==> src/inc/pwc_pkg.sv <==
package pwc_pkg;

    // core clock period in picoseconds (20 MHz)
    localparam int PWC_CLK_PERIOD_PS = 50000;

    // tick periods in picoseconds, as the four timebase settings
    localparam int PWC_TICK0_PS = 20830;
    localparam int PWC_TICK1_PS = 208300;
    localparam int PWC_TICK2_PS = 2083000;
    localparam int PWC_TICK3_PS = 20833000;

    // tick periods in core cycles, rounded down, never below one cycle
    localparam int PWC_TICK0_CYC = (PWC_TICK0_PS / PWC_CLK_PERIOD_PS < 1) ? 1
                                   : PWC_TICK0_PS / PWC_CLK_PERIOD_PS;
    localparam int PWC_TICK1_CYC = (PWC_TICK1_PS / PWC_CLK_PERIOD_PS < 1) ? 1
                                   : PWC_TICK1_PS / PWC_CLK_PERIOD_PS;
    localparam int PWC_TICK2_CYC = (PWC_TICK2_PS / PWC_CLK_PERIOD_PS < 1) ? 1
                                   : PWC_TICK2_PS / PWC_CLK_PERIOD_PS;
    localparam int PWC_TICK3_CYC = (PWC_TICK3_PS / PWC_CLK_PERIOD_PS < 1) ? 1
                                   : PWC_TICK3_PS / PWC_CLK_PERIOD_PS;

    // width of the prescaler cycle counter
    localparam int PWC_DIV_W = 16;

    // register byte offsets
    localparam logic [7:0] PWC_CTRL_OFFSET = 8'h00;
    localparam logic [7:0] PWC_STATUS_OFFSET = 8'h04;
    localparam logic [7:0] PWC_WIDTH_OFFSET = 8'h08;
    localparam logic [7:0] PWC_SCAN_OFFSET = 8'h0C;
    localparam logic [7:0] PWC_COUNT_OFFSET = 8'h10;

    // control register fields
    localparam int PWC_ACQ_BIT = 0;
    localparam int PWC_TICK_LSB = 1;
    localparam int PWC_TICK_W = 2;
    localparam int PWC_WIDTH_SEL_BIT = 3;
    localparam int PWC_GATE_EN_BIT = 4;
    localparam int PWC_SRC_SEL_BIT = 5;
    localparam int PWC_MAP_LSB = 8;
    localparam int PWC_MAP_W = 4;
    localparam logic [11:0] PWC_CTRL_MASK = 12'hF3F;
    localparam logic [11:0] PWC_CTRL_RESET = 12'h000;

    // status register fields
    localparam int PWC_ST_ACQ_BIT = 0;
    localparam int PWC_ST_MEAS_BIT = 1;
    localparam int PWC_ST_VALID_BIT = 2;
    localparam int PWC_ST_SAT_BIT = 3;

    // counter limits for the two widths
    localparam logic [31:0] PWC_MAX16 = 32'h0000_FFFF;
    localparam logic [31:0] PWC_MAX32 = 32'hFFFF_FFFF;
    localparam logic [31:0] PWC_ZERO = 32'h0000_0000;

    // measurement sequencer states
    typedef enum logic [1:0] {PWC_IDLE, PWC_WAIT_START, PWC_MEASURE} pwc_state_type;

endpackage

==> src/hw/pwc_pulse_width_counter.sv <==
// What this block does
// RQ1: count ticks between opposite edges
// RQ2: debounce polarity picks high or low pulse
// RQ3: capture clears counter, next pulse armed
// RQ4: width latched at terminating edge
// RQ5: acquisition start clears counter and latches
// RQ6: four tick periods divided from clock
// RQ7: report whole tick intervals counted
// RQ8: width select: 16-bit or 32-bit counter
// RQ9: counter saturates, never wraps
// RQ10: gating: count only while mapped high
// RQ11: alternate source measures mapped channel
// RQ12: mapped channel selectable among debounced inputs
// RQ13: no averaging, one pulse per value
// RQ14: own read strobe captures latched value
// RQ15: scan reports latest width, repeats allowed
// RQ16: edges and counting synchronous, tick enabled
module pwc_pulse_width_counter
    import pwc_pkg::*;
#(
    parameter int NUM_INPUTS = 16,
    parameter int OWN_CHANNEL = 0
)
(
    input wire logic core_clk,
    input wire logic rst_n,
    input wire logic psel,
    input wire logic penable,
    input wire logic pwrite,
    input wire logic [7:0] paddr,
    input wire logic [31:0] pwdata,
    output logic [31:0] prdata,
    output logic pready,
    output logic pslverr,
    input wire logic [NUM_INPUTS-1:0] debouncedIn,
    input wire logic [NUM_INPUTS-1:0] edgePolarity,
    input wire logic scanStrobe,
    output logic [31:0] scanValue,
    output logic [31:0] latchedWidth,
    output logic captureStrobe
);

    // apb handshake state
    logic preadyReg;
    logic [31:0] prdataReg;
    logic pslverrReg;

    // control and status storage
    logic [11:0] ctrlReg;
    logic satStickyReg;
    logic validReg;

    // measurement storage
    pwc_state_type stateReg;
    pwc_state_type stateNext;
    logic [31:0] countReg;
    logic [31:0] countNext;
    logic [31:0] widthReg;
    logic [31:0] widthNext;
    logic [31:0] scanReg;
    logic captureReg;
    logic srcPrevReg;

    // apb decode
    wire apbAccess = psel && penable && !preadyReg;
    wire apbDone = psel && penable && preadyReg;
    wire hitCtrl = (paddr == PWC_CTRL_OFFSET);
    wire hitStatus = (paddr == PWC_STATUS_OFFSET);
    wire hitWidth = (paddr == PWC_WIDTH_OFFSET);
    wire hitScan = (paddr == PWC_SCAN_OFFSET);
    wire hitCount = (paddr == PWC_COUNT_OFFSET);
    wire addrHit = hitCtrl || hitStatus || hitWidth || hitScan || hitCount;
    wire wrCtrl = apbDone && pwrite && hitCtrl;
    wire wrStatus = apbDone && pwrite && hitStatus;

    // control fields
    wire acqOn = ctrlReg[PWC_ACQ_BIT];
    wire [PWC_TICK_W-1:0] tickSel = ctrlReg[PWC_TICK_LSB +: PWC_TICK_W];
    wire counter_width_select = ctrlReg[PWC_WIDTH_SEL_BIT];
    wire mapped_gate_enable = ctrlReg[PWC_GATE_EN_BIT];
    wire mapped_source_select = ctrlReg[PWC_SRC_SEL_BIT];
    wire [PWC_MAP_W-1:0] mapIdx = ctrlReg[PWC_MAP_LSB +: PWC_MAP_W];

    // acquisition start on a 0 to 1 write of the enable bit, stop on 0
    wire acqStart = wrCtrl && pwdata[PWC_ACQ_BIT] && !acqOn;
    wire acqStop = wrCtrl && !pwdata[PWC_ACQ_BIT];

    // mapped channel, falls back to own input when the index is out of range
    wire mapInRange = (int'(mapIdx) < NUM_INPUTS);
    wire mappedLevel = mapInRange ? debouncedIn[mapIdx] : debouncedIn[OWN_CHANNEL]; // [RQ12]
    wire mappedPol = mapInRange ? edgePolarity[mapIdx] : edgePolarity[OWN_CHANNEL];

    // measured source: own input or mapped channel
    wire srcNow = mapped_source_select ? mappedLevel : debouncedIn[OWN_CHANNEL]; // [RQ11]
    wire srcPol = mapped_source_select ? mappedPol : edgePolarity[OWN_CHANNEL]; // [RQ11]

    // edge detection against the previous core-clock sample
    wire srcRise = srcNow && !srcPrevReg; // [RQ16]
    wire srcFall = !srcNow && srcPrevReg; // [RQ16]
    // polarity high: rising starts, falling ends; low: the reverse
    wire startEdge = srcPol ? srcRise : srcFall; // [RQ1] [RQ2]
    wire endEdge = srcPol ? srcFall : srcRise; // [RQ1] [RQ2]

    // gating by the mapped channel
    wire gateOpen = !mapped_gate_enable || mappedLevel; // [RQ10]

    // saturation limit chosen by the width select
    wire [31:0] countMax = counter_width_select ? PWC_MAX32 : PWC_MAX16; // [RQ8]
    wire atMax = (countReg >= countMax); // [RQ9]

    // tick pulses from the four prescalers
    logic [3:0] tickPulses;
    wire tickSelected = tickPulses[tickSel]; // [RQ6]

    // count enable: measuring, tick present, gate open; the limit is checked apart
    wire countEn = (stateReg == PWC_MEASURE) && tickSelected && gateOpen; // [RQ16]

    // saturation event for the sticky status bit
    wire satEvent = countEn && atMax;

    // one prescaler per timebase setting, restarted with the acquisition
    pwc_prescaler #(.DIV(PWC_TICK0_CYC)) uTick0
    (
        .core_clk(core_clk),
        .rst_n(rst_n),
        .restart(acqStart),
        .tickPulse(tickPulses[0])
    );
    pwc_prescaler #(.DIV(PWC_TICK1_CYC)) uTick1
    (
        .core_clk(core_clk),
        .rst_n(rst_n),
        .restart(acqStart),
        .tickPulse(tickPulses[1])
    );
    pwc_prescaler #(.DIV(PWC_TICK2_CYC)) uTick2
    (
        .core_clk(core_clk),
        .rst_n(rst_n),
        .restart(acqStart),
        .tickPulse(tickPulses[2])
    );
    pwc_prescaler #(.DIV(PWC_TICK3_CYC)) uTick3
    (
        .core_clk(core_clk),
        .rst_n(rst_n),
        .restart(acqStart),
        .tickPulse(tickPulses[3])
    );

    // sequencer and counter next values
    always_comb
    begin
        stateNext = stateReg;
        countNext = countReg;
        widthNext = widthReg;
        if (acqStart)
        begin
            // fresh acquisition: count and width start from zero, wait for a start edge
            stateNext = PWC_WAIT_START;
            countNext = PWC_ZERO; // [RQ5]
            widthNext = PWC_ZERO; // [RQ5]
        end
        else if (acqStop)
        begin
            // stop: results are held for software
            stateNext = PWC_IDLE;
        end
        else
        begin
            case (stateReg)
                PWC_IDLE:
                begin
                    // nothing counts while idle
                    stateNext = PWC_IDLE;
                end
                PWC_WAIT_START:
                begin
                    // arm on the leading edge of the pulse
                    if (startEdge)
                    begin
                        stateNext = PWC_MEASURE;
                        countNext = PWC_ZERO;
                    end
                end
                PWC_MEASURE:
                begin
                    if (endEdge)
                    begin
                        // latch at once, clear and rearm for the next pulse
                        widthNext = countReg; // [RQ4] [RQ7] [RQ13]
                        countNext = PWC_ZERO; // [RQ3]
                        stateNext = PWC_WAIT_START; // [RQ3]
                    end
                    else if (countEn && !atMax)
                    begin
                        // one whole tick interval counted
                        countNext = countReg + 32'h0000_0001; // [RQ7]
                    end
                    else
                    begin
                        // held by gate, no tick, or saturated
                        countNext = countReg; // [RQ9] [RQ10]
                    end
                end
                default:
                begin
                    stateNext = PWC_IDLE;
                end
            endcase
        end
    end

    // read data selection
    wire [31:0] statusWord = {28'h000_0000, satStickyReg, validReg,
                              (stateReg == PWC_MEASURE), acqOn};
    wire [31:0] rdMux = hitCtrl ? {20'h0_0000, ctrlReg}
                      : hitStatus ? statusWord
                      : hitWidth ? widthReg
                      : hitScan ? scanReg
                      : hitCount ? countReg
                      : PWC_ZERO;

    // apb slave: one wait state, answer registered
    always_ff @(posedge core_clk or negedge rst_n)
    begin
        if (!rst_n)
        begin
            preadyReg <= 1'b0;
            prdataReg <= PWC_ZERO;
            pslverrReg <= 1'b0;
        end
        else
        begin
            preadyReg <= apbAccess;
            prdataReg <= (apbAccess && !pwrite) ? rdMux : PWC_ZERO;
            pslverrReg <= apbAccess && !addrHit;
        end
    end

    // control register, written at the completing edge
    always_ff @(posedge core_clk or negedge rst_n)
    begin
        if (!rst_n)
        begin
            ctrlReg <= PWC_CTRL_RESET;
        end
        else if (wrCtrl)
        begin
            ctrlReg <= pwdata[11:0] & PWC_CTRL_MASK;
        end
    end

    // sticky saturation flag, write one to clear, a new event wins
    always_ff @(posedge core_clk or negedge rst_n)
    begin
        if (!rst_n)
        begin
            satStickyReg <= 1'b0;
        end
        else if (satEvent)
        begin
            satStickyReg <= 1'b1;
        end
        else if (wrStatus && pwdata[PWC_ST_SAT_BIT])
        begin
            satStickyReg <= 1'b0;
        end
    end

    // sequencer, counter and width latch
    always_ff @(posedge core_clk or negedge rst_n)
    begin
        if (!rst_n)
        begin
            stateReg <= PWC_IDLE;
            countReg <= PWC_ZERO;
            widthReg <= PWC_ZERO;
            srcPrevReg <= 1'b0;
        end
        else
        begin
            stateReg <= stateNext;
            countReg <= countNext;
            widthReg <= widthNext;
            srcPrevReg <= srcNow;
        end
    end

    // capture pulse and first-result flag
    always_ff @(posedge core_clk or negedge rst_n)
    begin
        if (!rst_n)
        begin
            captureReg <= 1'b0;
            validReg <= 1'b0;
        end
        else
        begin
            captureReg <= !acqStart && !acqStop && (stateReg == PWC_MEASURE) && endEdge;
            if (acqStart)
            begin
                validReg <= 1'b0;
            end
            else if ((stateReg == PWC_MEASURE) && endEdge && !acqStop)
            begin
                validReg <= 1'b1;
            end
        end
    end

    // scan latch: each strobe takes the newest width
    always_ff @(posedge core_clk or negedge rst_n)
    begin
        if (!rst_n)
        begin
            scanReg <= PWC_ZERO;
        end
        else if (acqStart)
        begin
            scanReg <= PWC_ZERO; // [RQ5]
        end
        else if (scanStrobe)
        begin
            scanReg <= widthNext; // [RQ14] [RQ15]
        end
    end

    // outputs straight from flip-flops
    assign prdata = prdataReg;
    assign pready = preadyReg;
    assign pslverr = pslverrReg;
    assign scanValue = scanReg;
    assign latchedWidth = widthReg;
    assign captureStrobe = captureReg;

endmodule

==> src/hw/pwc_prescaler.sv <==
// divides the core clock down to one tick pulse every DIV cycles
module pwc_prescaler
    import pwc_pkg::*;
#(
    parameter int DIV = 1
)
(
    input wire logic core_clk,
    input wire logic rst_n,
    input wire logic restart,
    output logic tickPulse
);

    // cycle counter, counts DIV-1 down to zero
    logic [PWC_DIV_W-1:0] divCountReg;
    logic [PWC_DIV_W-1:0] divCountNext;
    logic atTerminal;

    localparam logic [PWC_DIV_W-1:0] DIV_LAST = PWC_DIV_W'(DIV - 1);

    assign atTerminal = (divCountReg == '0);
    assign divCountNext = (restart || atTerminal) ? DIV_LAST : divCountReg - 1'b1;

    // counter and registered terminal pulse
    always_ff @(posedge core_clk or negedge rst_n)
    begin
        if (!rst_n)
        begin
            divCountReg <= '0;
            tickPulse <= 1'b0;
        end
        else
        begin
            divCountReg <= divCountNext;
            tickPulse <= atTerminal && !restart;
        end
    end

endmodule

==> config.mk <==
export PLATFORM = sky130hd
export DESIGN_NAME = pwc_pulse_width_counter
export DESIGN_NICKNAME = d
export VERILOG_FILES = /design/src/inc/pwc_pkg.sv /design/src/hw/pwc_pulse_width_counter.sv /design/src/hw/pwc_prescaler.sv
export SDC_FILE = /design/constraint.sdc
export NUM_CORES = 1
export LEC_CHECK = 0
export BUFFER_PORTS_ARGS = -buffer_cell sky130_fd_sc_hd__buf_2
export CORE_UTILIZATION = 57
export DETAILED_ROUTE_END_ITERATION = 8
export GPL_ROUTABILITY_DRIVEN = 0
export PLACE_DENSITY = 0.81
export SYNTH_ARGS = -nofsm -noshare
export SYNTH_HDL_FRONTEND = slang
export SYNTH_SLANG_ARGS = --single-unit
==> constraint.sdc <==
create_clock -name core_clk -period 3.67 [get_ports core_clk]
set_input_delay 0.367 -clock core_clk [delete_from_list [all_inputs] [get_ports core_clk]]
set_output_delay 0.367 -clock core_clk [all_outputs]
set_load 0.01 [all_outputs]
==> flow_summary.yaml <==
grt:
  grt_start_max_net_pins: 93
  grt_pass1_vias: 8619
  busiest_layer: "met2"
  grt_overflow: 0
  antenna_found_initial: 1
  grt.total_usage: 0.271
  use_met3: 0.0366
  use_met2: 0.467
  grt_pass1_wl_mm: 42.6
  use_met1: 0.358
yosys:
  synth_top_area_cell: "dfrtp_1"
  synth_top_family_by_area: "simple AND/OR/NAND/NOR gates"
  yosys-top-cells-count: "dfrtp_1, nor2_1, a21oi_1, nand2_1, o21ai_0"
  synth_compound_area_frac: 0.114
  synth-xor-area-share: 0.0428
  synthAdderAreaFrac: 0.0294
  synth-seq-cells: 214
  synthCells: 1054
  synth_area_leaders: "dfrtp_1, nor2_1, mux2i_1"
  syn-cell-area_sq_mm: 0.0106
  dominantRegCellSynth: "dfrtp_1"
  yosys.area.top_type_share: 0.504
  synthArstFlopShare: 1.00
  synth_nets: 1157
  yosysSeqAreaShare: 0.504
  yosysWarnings: 0
  avgSynthCellArea_sq_um: 10.1
  muxShareOfSynthArea: 0.107
  yosys.area_share.simple: 0.170
  ys_types: 56
  synth_most_common_cell: "dfrtp_1"
  synth_edf_count: 0
place:
  io_buffers: 154
  dpl.hpwl_mm: 17.1
die:
  ios: 177
  dieArea_sq_mm: 0.0192
  dieHeight_um: 139
  die_width_um: 139
  start_util: 0.586
  rows: 49
  core_sq_mm: 0.0181
critical_path:
  cp-startpoint: "ctrlReg[8]"
  worstPathMaxFanout: 18
  start_kind: "flip-flop"
  crit_path_end_kind: "flip-flop"
  setup.worst_path.class: "flip-flop to flip-flop"
  cp_data_required_time_ns: 4.07
  reg2reg_from: "ctrlReg[8]"
  crit_chain: "buf_4 > mux4_2 > a2bb2oi_1 > a22oi_1 > a21o_2 > inv_2 > mux2i_4 > buf_4 > nor3_2 > buf_4 > nand2_1 > o31ai_1"
  cp_slowest_cell: "mux4_2"
  crit_path_frequent_cell: "buf_4"
  max_stage_delay_ns: 0.51
  worst_ep_arrival_time_ns: 3.69
clock_tree:
  cts_sinks: 214
  cts-root-buf: "clkbuf_16"
  cts_tree: "yes"
  cts_made_buffers: 22
  clkSlewWorstSetupHoldPaths_ns: 0.06
  cts_setup_buffers: 0
  cts.htree.levels: 1
  clock_latency_ns: 0.50
  clockBufferDepth: 3
sta:
  rsz0062_at_grt: "false"
  tns_ns: 0
  fmax_mhz: 304
  final.period_utilization: 0.897
  final-max-slew-violation-count: 0
  worst_pin_slew_ns: 1.10
  min_period_ns: 3.29
  skew_ns: 0.0130
  hold_viol_final: 0
  relSlewSlack: 0.268
  finalSetupViolations: 0
power:
  power_w: 0.00576
  vdd_drop_max_mv: 0.422
  powerDensity_mw_per_mm2: 464
  p_leak_nw: 5.95
detailed_routing:
  vias: 8670
  wl_per_cell_um: 17.4
  vias_per_cell: 5.99
  drc: 16
  first_pass_iters: 9
  ant_nets: 0
  drt_iter0_drc: 694
  drt-total-wl_mm: 25.1
layout:
  drive_gt1_frac: 0.229
  nNetsFinal: 1306
  syn_to_final_growth_pct: 16.8
worst_hold_path:
  hp-start: "pwdata[11]"
  hold_path_class: "primary input to flip-flop"
run_status:
  status: "finished with violations"
  violations: "DRC"
job:
  cap_violations: 0
## registers in the layout, indices dropped and copies added, names as in the netlist, 2 cells and up
name	cells
uTick3.divCountReg	16
stateReg	2
uTick2.divCountReg	16
scanValue	32
latchedWidth	32
uTick0.divCountReg	16
countReg	32
uTick1.divCountReg	16
ctrlReg	10
prdata	32
## path summary, 6_finish.rpt
path / to / slack [ns] / depth (start not counted)
worst max register to register: countReg[12] / 0.38 / 12
worst min register to register: uTick2.divCountReg[0] / 0.49 / 1
max in group asynchronous: prdata[18] / 2.22 / 3
min in group asynchronous: ctrlReg[11] / 0.49 / 2
worst max-delay path: countReg[12] / 0.38 / 12
worst min-delay path: ctrlReg[11] / 0.09 / 2
## cell type report
cell class / instances / area (sq um)
fillers: 1383 / 5730
flip-flops and latches: 214 / 5360
multi-input cells: 759 / 4950
repair buffers: 184 / 1030
clock buffers: 34 / 687
well taps: 229 / 287
inverters: 22 / 86.3
clock inverters: 5 / 25.0
diodes: 1 / 2.50
## metrics by stage
step,worst slack [ns],utilization,area (sq um),cells,hold WS [ns]
floorplan,0.699,-,10600,1054,0.0714
global placement,0.452,0.644,11700,1407,0.469
detailed placement,0.363,0.644,11700,1407,0.471
CTS,0.351,0.684,12400,1447,0.0847
global route,0.0190,0.685,12400,1448,0.0888
finish,0.377,0.685,12400,1448,0.0922
## cells by family after synthesis
group           Yosys count
buf+inv                  81
xor+xnor                 52
flops                   214
mux                     101
fa+ha+maj                25
simple gates            381
compound gates          200
## critical path: cells and delay by family, from the launching register on
kind / cells / cell delay, ns
and+or+nand+nor: 2 / 0.35
DFF: 1 / 0.49
muxes: 2 / 0.69
AOI/OAI and AO/OA: 4 / 0.84
buffers and inverters: 4 / 0.82
## power by group
part | switching (W) | internal, W | total, W
sequential | 0.000212 | 0.00259 | 0.00280
clock | 0.000876 | 0.00128 | 0.00216
combinational | 0.000458 | 0.000349 | 0.000807
total | 0.00155 | 0.00422 | 0.00576
## layout by cell type, fill, tap and decap left out, drive strengths merged, types with 23 or more instances in the layout
cell	Yosys	final
dfrtp	214	214
buf	9	182
nor2	158	158
a21oi	67	67
nand2	66	66
o21ai	64	64
mux2i	52	52
mux2	44	44
xnor2	35	35
clkbuf	50	35
nor3	32	32
a22oi	26	26
ha	25	25
nand4	24	24
nand3	23	23
## layer usage
layer  vias to the layer above  wire (um)
li1                       4051          -
met1                      4281      10700
met4                         0        469
met3                        36       1470
met5                         -          0
met2                       302      12500
## what timing repair did
item / 4_1_cts / 5_1_grt
endpoints found under the hold margin: 89 / 0
resized for setup: 0 / 1
setup endpoints to repair: 0 / 1
hold buffers: 1 / 0
Note: power is estimated with default switching activity, not from simulation.
